**src/sadr_pkg.sv**
```systemverilog
package sadr_pkg;

  // Number of alarm sources, in display priority order (index 0 wins).
  localparam int NUM_ALARMS = 31;

  // Clock rate and display timing.
  localparam int CLK_HZ       = 125_000_000;
  localparam int BLINK_MS     = 500;
  localparam int HALF_SHOW_MS = 2000;
  localparam int BLINK_CYC    = CLK_HZ / 1000 * BLINK_MS;
  localparam int HALF_CYC     = CLK_HZ / 1000 * HALF_SHOW_MS;

  // Bit of the received control word that requests a fault reset.
  localparam int FAULT_RESET_BIT = 7;
  localparam int CTRL_WORD_W     = 16;

  // Seven-segment glyphs, bit 0 = segment a ... bit 6 = segment g.
  localparam logic [6:0] SEG_O = 7'h5C;
  localparam logic [6:0] SEG_C = 7'h58;
  localparam logic [6:0] SEG_S = 7'h6D;
  localparam logic [6:0] SEG_L = 7'h38;
  localparam logic [6:0] SEG_U = 7'h1C;
  localparam logic [6:0] SEG_H = 7'h76;
  localparam logic [6:0] SEG_E = 7'h79;
  localparam logic [6:0] SEG_D = 7'h5E;
  localparam logic [6:0] SEG_R = 7'h50;
  localparam logic [6:0] SEG_A = 7'h77;
  localparam logic [6:0] SEG_F = 7'h71;
  localparam logic [6:0] SEG_P = 7'h73;
  localparam logic [6:0] SEG_I = 7'h10;
  localparam logic [6:0] SEG_0 = 7'h3F;
  localparam logic [6:0] SEG_1 = 7'h06;
  localparam logic [6:0] SEG_2 = 7'h5B;
  localparam logic [6:0] SEG_3 = 7'h4F;
  localparam logic [6:0] SEG_4 = 7'h66;
  localparam logic [6:0] SEG_BLANK = 7'h00;

  // Alarm index map: {resettable mask} bit set means a reset may clear it.
  localparam logic [NUM_ALARMS-1:0] RESETTABLE_MASK = 31'h783B9A1F;

endpackage

```
**src/sadr_alarm_ctrl.sv**
```systemverilog
`timescale 1ns/1ps
`default_nettype none

module sadr_alarm_ctrl
  import sadr_pkg::*;
#(
  parameter int BLINK_CYCLES = BLINK_CYC,
  parameter int HALF_CYCLES  = HALF_CYC
)(
  input  wire logic                   mclk,
  input  wire logic                   sys_rst,
  input  wire logic [NUM_ALARMS-1:0]  alarm_detect,
  input  wire logic [CTRL_WORD_W-1:0] ctrl_word,
  input  wire logic                   tool_reset_req,
  output logic      [13:0]            seg_out,
  output logic                        alarm_active,
  output logic      [NUM_ALARMS-1:0]  alarm_latched
);

  logic [NUM_ALARMS-1:0] latch_q, latch_d;
  logic                  fr_prev_q, fr_prev_d;
  logic [31:0]           blink_cnt_q, blink_cnt_d;
  logic                  lit_q, lit_d;
  logic [31:0]           half_cnt_q, half_cnt_d;
  logic                  half_sel_q, half_sel_d;
  logic [13:0]           seg_q, seg_d;
  logic [4:0]            top_idx;
  logic [13:0]           first_half;
  logic [13:0]           second_half;
  logic                  four_char;
  logic                  clear_req;
  logic                  fault_bit;

  // Power-up and sys_rst are the same event here, so reset empties the latch.
  assign fault_bit = ctrl_word[FAULT_RESET_BIT];
  assign clear_req = (fault_bit && !fr_prev_q) || tool_reset_req;

  // A new detection wins over a clear in the same cycle, so no alarm is lost.
  always_comb begin
    latch_d   = latch_q | alarm_detect;
    if (clear_req) begin
      latch_d = (latch_q & ~RESETTABLE_MASK) | alarm_detect;
    end
    fr_prev_d = fault_bit;
  end

  always_ff @(posedge mclk) begin
    if (sys_rst) begin
      latch_q   <= '0;
      fr_prev_q <= 1'b1;
    end else begin
      latch_q   <= latch_d;
      fr_prev_q <= fr_prev_d;
    end
  end

  // Priority pick: lowest index wins, scanned from the top down.
  always_comb begin
    top_idx = 5'h00;
    for (int i = NUM_ALARMS - 1; i >= 0; i--) begin
      if (latch_q[i]) begin
        top_idx = 5'(i);
      end
    end
  end

  sadr_code_rom u_rom (
    .idx         (top_idx),
    .first_half  (first_half),
    .second_half (second_half),
    .four_char   (four_char)
  );

  // Blink and half timers restart when no alarm is latched, so an alarm that
  // arrives at an empty latch begins lit and on its first half.
  always_comb begin
    blink_cnt_d = blink_cnt_q;
    lit_d       = lit_q;
    half_cnt_d  = half_cnt_q;
    half_sel_d  = half_sel_q;
    if (latch_q == '0) begin
      blink_cnt_d = '0;
      lit_d       = 1'b1;
      half_cnt_d  = '0;
      half_sel_d  = 1'b0;
    end else begin
      if (blink_cnt_q == 32'(BLINK_CYCLES - 1)) begin
        blink_cnt_d = '0;
        lit_d       = !lit_q;
      end else begin
        blink_cnt_d = blink_cnt_q + 32'h1;
      end
      if (!four_char) begin
        half_cnt_d = '0;
        half_sel_d = 1'b0;
      end else if (half_cnt_q == 32'(HALF_CYCLES - 1)) begin
        half_cnt_d = '0;
        half_sel_d = !half_sel_q;
      end else begin
        half_cnt_d = half_cnt_q + 32'h1;
      end
    end
  end

  // Display data is registered so the segment pins never glitch.
  always_comb begin
    if (latch_q == '0) begin
      seg_d = {SEG_BLANK, SEG_BLANK};
    end else if (!lit_q) begin
      seg_d = {SEG_BLANK, SEG_BLANK};
    end else if (half_sel_q) begin
      seg_d = second_half;
    end else begin
      seg_d = first_half;
    end
  end

  always_ff @(posedge mclk) begin
    if (sys_rst) begin
      blink_cnt_q <= '0;
      lit_q       <= 1'b1;
      half_cnt_q  <= '0;
      half_sel_q  <= 1'b0;
      seg_q       <= '0;
    end else begin
      blink_cnt_q <= blink_cnt_d;
      lit_q       <= lit_d;
      half_cnt_q  <= half_cnt_d;
      half_sel_q  <= half_sel_d;
      seg_q       <= seg_d;
    end
  end

  assign seg_out       = seg_q;
  assign alarm_active  = |latch_q;
  assign alarm_latched = latch_q;
endmodule

`default_nettype wire

```
**src/sadr_code_rom.sv**
```systemverilog
`timescale 1ns/1ps
`default_nettype none

// Code table: two halves of the display code of alarms 0 to 29, and its length; alarm 30 falls to the blank default.
module sadr_code_rom
  import sadr_pkg::*;
(
  input  wire logic [4:0]  idx,
  output logic      [13:0] first_half,
  output logic      [13:0] second_half,
  output logic             four_char
);

  // Entries follow the display priority order; unused halves are blank.
  always_comb begin
    first_half  = {SEG_BLANK, SEG_BLANK};
    second_half = {SEG_BLANK, SEG_BLANK};
    four_char   = 1'b0;
    unique case (idx)
      5'h00: first_half = {SEG_O, SEG_C};
      5'h01: begin first_half = {SEG_O, SEG_C}; second_half = {SEG_0, SEG_2}; four_char = 1'b1; end
      5'h02: first_half = {SEG_O, SEG_S};
      5'h03: begin first_half = {SEG_L, SEG_U}; second_half = {SEG_C, SEG_O}; four_char = 1'b1; end
      5'h04: first_half = {SEG_H, SEG_U};
      5'h05: first_half = {SEG_E, SEG_1};
      5'h06: begin first_half = {SEG_E, SEG_1}; second_half = {SEG_0, SEG_2}; four_char = 1'b1; end
      5'h07: first_half = {SEG_D, SEG_E};
      5'h08: first_half = {SEG_C, SEG_E};
      5'h09: first_half = {SEG_E, SEG_C};
      5'h0A: first_half = {SEG_C, SEG_O};
      5'h0B: first_half = {SEG_O, SEG_L};
      5'h0C: begin first_half = {SEG_O, SEG_L}; second_half = {SEG_0, SEG_2}; four_char = 1'b1; end
      5'h0D: begin first_half = {SEG_R, SEG_H}; second_half = {SEG_0, SEG_4}; four_char = 1'b1; end
      5'h0E: begin first_half = {SEG_S, SEG_F}; second_half = {SEG_E, SEG_R}; four_char = 1'b1; end
      5'h0F: begin first_half = {SEG_L, SEG_U}; second_half = {SEG_P, SEG_O}; four_char = 1'b1; end
      5'h10: first_half = {SEG_R, SEG_H};
      5'h11: begin first_half = {SEG_R, SEG_H}; second_half = {SEG_0, SEG_2}; four_char = 1'b1; end
      5'h12: begin first_half = {SEG_R, SEG_H}; second_half = {SEG_0, SEG_3}; four_char = 1'b1; end
      5'h13: first_half = {SEG_O, SEG_F};
      5'h14: first_half = {SEG_A, SEG_H};
      5'h15: first_half = {SEG_E, SEG_H};
      5'h16: first_half = {SEG_D, SEG_L};
      5'h17: begin first_half = {SEG_D, SEG_L}; second_half = {SEG_0, SEG_2}; four_char = 1'b1; end
      5'h18: begin first_half = {SEG_D, SEG_L}; second_half = {SEG_0, SEG_3}; four_char = 1'b1; end
      5'h19: first_half = {SEG_A, SEG_F};
      5'h1A: first_half = {SEG_I, SEG_E};
      5'h1B: first_half = {SEG_H, SEG_F};
      5'h1C: begin first_half = {SEG_O, SEG_L}; second_half = {SEG_0, SEG_3}; four_char = 1'b1; end
      5'h1D: first_half = {SEG_C, SEG_E};
      default: first_half = {SEG_BLANK, SEG_BLANK};
    endcase
  end

endmodule

`default_nettype wire

```
**config.mk**
```make
export PLATFORM = sky130hd
export DESIGN_NAME = sadr_alarm_ctrl
export DESIGN_NICKNAME = d
export VERILOG_FILES = /design/src/sadr_pkg.sv /design/src/sadr_alarm_ctrl.sv /design/src/sadr_code_rom.sv
export SDC_FILE = /design/constraint.sdc
export NUM_CORES = 1
export LEC_CHECK = 0
export ABC_CLOCK_PERIOD_IN_PS = 3200
export BUFFER_PORTS_ARGS = -buffer_cell sky130_fd_sc_hd__buf_2
export CORE_MARGIN = 1.5
export CORE_UTILIZATION = 57
export CTS_BUF_LIST = sky130_fd_sc_hd__clkbuf_4 sky130_fd_sc_hd__clkbuf_8 sky130_fd_sc_hd__clkbuf_16
export DETAILED_ROUTE_END_ITERATION = 7
export GPL_TIMING_DRIVEN = 0
export MAX_ROUTING_LAYER = met4
export PLACE_DENSITY = 0.77
export SLEW_MARGIN = 20
export SYNTH_ARGS = -nofsm -noshare
export SYNTH_HDL_FRONTEND = slang
export SYNTH_SLANG_ARGS = --single-unit
export TNS_END_PERCENT = 100
```
**constraint.sdc**
```tcl
create_clock -name mclk -period 3.2 [get_ports mclk]
set_input_delay 0.32 -clock mclk [delete_from_list [all_inputs] [get_ports mclk]]
set_output_delay 0.32 -clock mclk [all_outputs]
set_load 0.03 [all_outputs]
```
== Word level (Yosys, flattened, before mapping) ==
Cells that the tools add are included.
Storage, ports and cells
  register bits: 112
  output and inout port bits: 46
  word-level logic and storage cells: 103
Operators by class
  multiplexer cells: 36
  add/subtract/negate cells: 2
  equality and inequality tests: 31
  reduce and logical (&&, ||, !) cells: 23
  bitwise operators: 4
Operators by type and width (count)
  14-bit case mux with 19 select lines: 1
  5-bit 2-to-1 mux: 31
  14-bit case mux with 6 select lines: 1
  5-bit == test, second input constant: 14
  32-bit by 1-bit adder with 32-bit output, second input constant: 2
  5-bit by 4-bit == test with 1-bit output, second input constant: 8
  32-bit by 26-bit == test with 1-bit output, second input constant: 1
  32-bit by 28-bit == test with 1-bit output, second input constant: 1
  31-bit logical NOT: 1
  31-bit 2-to-1 mux: 1
  27-bit by 31-bit bitwise OR with 31-bit output: 1
  31-bit bitwise OR: 1
  31-bit OR reduction: 1
  5-bit by 3-bit == test with 1-bit output, second input constant: 4
  3-bit OR reduction: 6
  14-bit 2-to-1 mux: 1
  12-bit OR reduction: 1
  5-bit by 2-bit == test with 1-bit output, second input constant: 2
  2-bit OR reduction: 5
  4-bit OR reduction: 2
  5-bit by 1-bit == test with 1-bit output, second input constant: 1
  5-bit logical NOT: 1
  5-bit OR reduction: 1
  1-bit logical NOT: 3
  other kinds (4): 5

== Longest topological paths before layout ==
  depth after elaboration: 36
  depth in mapped cells: 15

== By module ==
A second synthesis with hierarchy kept.
Unflattened totals
  cell total of the unflattened synthesis: 720
  area, all modules: 5793.1 um^2
By module, submodules not included
  sadr_alarm_ctrl: instances 1, area an instance 4833.4 um^2, sequential area each 2242.2 um^2, cells an instance 558
  sadr_code_rom: instances 1, area an instance 959.7 um^2, sequential area each 0.0 um^2, cells an instance 162

== Least setup slack after synthesis ==
No wires, ideal clock.
  path type: reg-to-reg
  start point: register latch_q[11], in the netlist alarm_latched[11]
  end point: register seg_q[2], in the netlist seg_out[2]
  period minus slack after synthesis: 2.950 ns
  stages on the path, launching flop included: 13
  library setup time: 0.134 ns
  buffers on the path: 2
  data required time: 3.066 ns
  data arrival time: 2.815 ns
  slack: 0.250 ns
  path through: dfxtp_1 nand2b_1 a21oi_1 o41a_1 a211oi_2 clkbuf_1 nor3_2 o21ai_2 o31ai_2 nor4b_4 a211o_2 buf_6 o22ai_1
Between the ends
  word-level cells in the longest chain between the ends: 16
Ends and longest elaborated chain
  start, declared: line sadr_alarm_ctrl.sv:20  | logic [NUM_ALARMS-1:0] latch_q, latch_d;
  start signal, assigned: line sadr_alarm_ctrl.sv:52  | latch_q <= latch_d;
  5-bit 2-to-1 mux (12 in a row): line sadr_alarm_ctrl.sv:61  | if (latch_q[i]) begin
  5-bit by 4-bit == test with 1-bit output (tied with other cells): line sadr_code_rom.sv:19  | unique case (idx)
  4-bit OR reduction (no line) (tied with other cells)
  14-bit case mux with 19 select lines or 14-bit case mux with 6 select lines (tied branches): line sadr_code_rom.sv:19
  14-bit 2-to-1 mux: line sadr_alarm_ctrl.sv:111  | end else if (half_sel_q) begin
  end signal, assigned: line sadr_alarm_ctrl.sv:130  | seg_q <= seg_d;
  end, declared: line sadr_alarm_ctrl.sv:26  | logic [13:0] seg_q, seg_d;
Several ways; a longest one is shown, not always the timed one.
A chain may end at the register's enable or synchronous reset.

== Worst setup path in the final report ==
  start point: register latch_q[0], in the netlist alarm_latched[0]
  end point: register seg_q[10], in the netlist seg_out[10]
Between the ends
  word-level cells in the longest chain between the ends: 5
Ends and longest elaborated chain (line)
  5-bit 2-to-1 mux: sadr_alarm_ctrl.sv:61
  5-bit by 4-bit == test with 1-bit output (tied with other cells): sadr_code_rom.sv:19
  4-bit OR reduction (no line) (tied with other cells)
  14-bit case mux with 19 select lines or 14-bit case mux with 6 select lines (tied branches): sadr_code_rom.sv:19
  14-bit 2-to-1 mux: sadr_alarm_ctrl.sv:111
Several ways; a longest one is shown, not always the timed one.

==> results.tsv <==
stage	metric	value	unit
floorplan	rows	37	
clock_tree	clk_path_buf_depth	2	
clock_tree	clock-sinks	112	
route	drc	0	
flow_run	maxCapViolCount	0	
logic_synthesis	synth_edf_count	0	
setup_path	slowest_delay	0.50	ns
setup_path	critPathMaxFanout	10	
sta	finalSetupViolations	0	
grt	grtUsageMet2	0.427	
logic_synthesis	netlist_area	0.00594	mm²
sta	fin_crit_sh	0.966	
floorplan	initial_utilization	0.581	
sta	slew-limit-headroom	0.364	
setup_path	crit_required	3.46	ns
logic_synthesis	ys_seq_elements	112	
route	avgViaCountPerCell	5.68	
pwr	p_per_area	459	mW/mm²
sta	min_period	3.09	ns
layout	n_fill_cell	897	
floorplan	dieWidth	105	µm
setup_path	path_class	register to register	
setup_path	cp-start-kind	register	
sta	hold_viol_final	0	
setup_path	cpMaxStageDelayCell	or4_1	
sta	holdWs	0.139	ns
logic_synthesis	synthArstFlopShare	0	
layout	drive_gt1_frac	0.255	
floorplan	fp.coreArea	0.0102	mm²
sta	finalSetupTns	0	ns
grt	overflow	0	
setup_path	crit_buf_inv	4	
grt	grt_antenna_before_repair	0	
grt	grt_pass1_wl	23.2	mm
layout	num_antenna_cells	0	
setup_path	end_kind	register	
route	firstDrtPassIters	5	
logic_synthesis	synth_cell_types	78	
layout	final_cell_area	0.00695	mm²
clock_tree	root_buffer	clkbuf_8	
place	placed_cell_area	0.00651	mm²
min_path	hold_path_class	input port to register	
logic_synthesis	avgSynthCellArea	8.47	µm²
route	dr.first_iter.drc_count	215	
place	gp_congestion	0.956	
setup_path	path_cells	buf_6, or4_1, buf_2, nor2_4, and3_4, buf_6, nor2_1, a221oi_2, buf_4, nand2_1, a311oi_1, o22ai_2	
setup_path	crit_family	simple AND/OR/NAND/NOR gates	
route	detail-route-antenna-nets	0	
logic_synthesis	synth_ff_type	dfxtp_1	
route	wire_per_inst	14.9	µm
grt	grt_max_degree	22	
logic_synthesis	yosys_warnings	0	
pwr	p_leak	2.58	nW
layout	final_common_cell	nor2_1	
setup_path	cp_common_cell	buf_6	
layout	nets	854	
sta	slew_viol_final	0	
grt	grt_use_met1	0.336	
floorplan	die_y	105	µm
sta	max_freq	0.324	GHz
place	port_buffers	79	
route	via_count	5355	
grt	grt_usage	0.264	
floorplan	io_pins	96	
layout	final_cell_mix	nor2_1 (120), dfxtp_1 (107), buf_2 (81)	
logic_synthesis	synth_nets	754	
grt	busiest_layer	met2	
sta	worst_pin_slew	0.945	ns
outcome	status	completed	
place	dp_hpwl	10.5	mm
clock_tree	clk_pin_slew_worst_paths	0.11	ns
clock_tree	cts_hold_buf	0	
logic_synthesis	synthCells	702	
route	drt-total-wl	14.1	mm
logic_synthesis	seq_area_frac_synth	0.377	
clock_tree	clk_latency	0.39	ns
clock_tree	cts_tree	yes	
grt	grt_pass1_vias	4980	
clock_tree	numCtsBuffers	9	
sta	finClkSkew	0.0182	ns
layout	syn2layout_area_growth	16.8	%
setup_path	critical_path_arrival	3.35	ns
pwr	vdd_drop_max	268	µV
floorplan	die-area	0.0111	mm²
grt	met3_usage	0.0368	
clock_tree	htreeDepth	3	
Yosys cell counts, drive strengths merged (6+ instances only):
master  count  area (µm²)
o22ai       9        62.6
dfxtp     112        2240
nand3      32         160
nor4       12        81.3
o211ai      6        50.1
buf        14         161
nand2      51         206
nor3       15        91.3
or3         6        37.5
a21oi      41         209
or4        10        78.8
nand4       9        56.3
o21ai      37         200
nor2      158         831
inv        13        48.8
and3       18         118
xnor2      31         272
nor2b       8        52.6
clkbuf     17        63.8
xor2       31         272
final timing paths:
check / from / end / slack, ns / cells after the start
hold reg to reg: blink_cnt_q[0]$_SDFF_PP0_ / blink_cnt_q[0]$_SDFF_PP0_ / 0.48 / 1
hold / removal: alarm_detect[0] / alarm_latched[0]$_SDFF_PP0_ / 0.14 / 3
setup reg to reg: alarm_latched[0]$_SDFF_PP0_ / seg_out[10]$_SDFF_PP0_ / 0.11 / 12
setup / recovery: alarm_latched[0]$_SDFF_PP0_ / seg_out[10]$_SDFF_PP0_ / 0.11 / 12
worst min-delay path, delay by kind of cell:
family,cells,cell delay [ns]
AOI/OAI and AO/OA,1,0.03
and+or+nand+nor,1,0.07
buffers and inverters,1,0.07
cells by family (layout without fill, tap and decap cells):
group	count (synthesis)	in the layout	share of synthesized area
and+or+nand+nor	344	344	0.322
AOI/OAI and AO/OA	137	137	0.157
DFF	112	112	0.377
xor gates and xnor gates	62	62	0.0913
buffers and inverters	44	149	0.0461
adders and majority gates	2	2	0.00421
muxes	1	1	0.00168
final cells by class:
type / count / area (µm²) / share of cell area
Buffer: 30 / 226 / 0.0326
Clock buffer: 9 / 124 / 0.0178
Clock inverter: 7 / 97.6 / 0.0141
Inverter: 13 / 48.8 / 0.00703
Multi-Input combinational cell: 546 / 3550 / 0.511
Sequential cell: 112 / 2250 / 0.324
Tap cell: 136 / 170 / 0.0245
Timing Repair Buffer: 90 / 478 / 0.0688
flip-flops by register name, summed over array words and instances, names as in the netlist:
| signal | count |
|---|---|
| half_cnt_q | 32 |
| lit_q | 1 |
| seg_out | 14 |
| half_sel_q | 1 |
| blink_cnt_q | 32 |
| fr_prev_q | 1 |
| alarm_latched | 31 |
metal layers:
metal | vias to the layer above | share of wire | wire, µm
met5 | - | 0 | 0
met2 | 182 | 0.47 | 6680
met4 | 0 | 0.018 | 254
met3 | 18 | 0.053 | 744
li1 | 2658 | - | -
met1 | 2497 | 0.45 | 6380
power breakdown:
| part | switching (W) | internal [W] | leakage, nW |
|---|---|---|---|
| sequential | 0.0000582 | 0.00145 | 0.917 |
| clock | 0.000526 | 0.000385 | 0.110 |
| combinational | 0.000483 | 0.000282 | 1.55 |
| total | 0.00107 | 0.00212 | 2.58 |
what timing repair did:
| item | 4_1_cts | 5_1_grt |
|---|---|---|
| setup buffers | 2 | 9 |
| setup endpoints to repair | 14 | 45 |
| pin swaps | 0 | 9 |
| gates resized for setup | 5 | 26 |
metrics by stage:
step	setup slack (ns)	util	power, W	cells
2_1_floorplan	0.250	-	0.00206	702
3_3_place_gp	-0.134	0.636	0.00224	917
3_5_place_dp	-0.152	0.636	0.00225	917
4_1_cts	0.0112	0.662	0.00316	935
5_1_grt	-0.0258	0.679	0.00333	943
6_report	0.110	0.679	0.00319	943
Power figures use the tool's default switching activity.
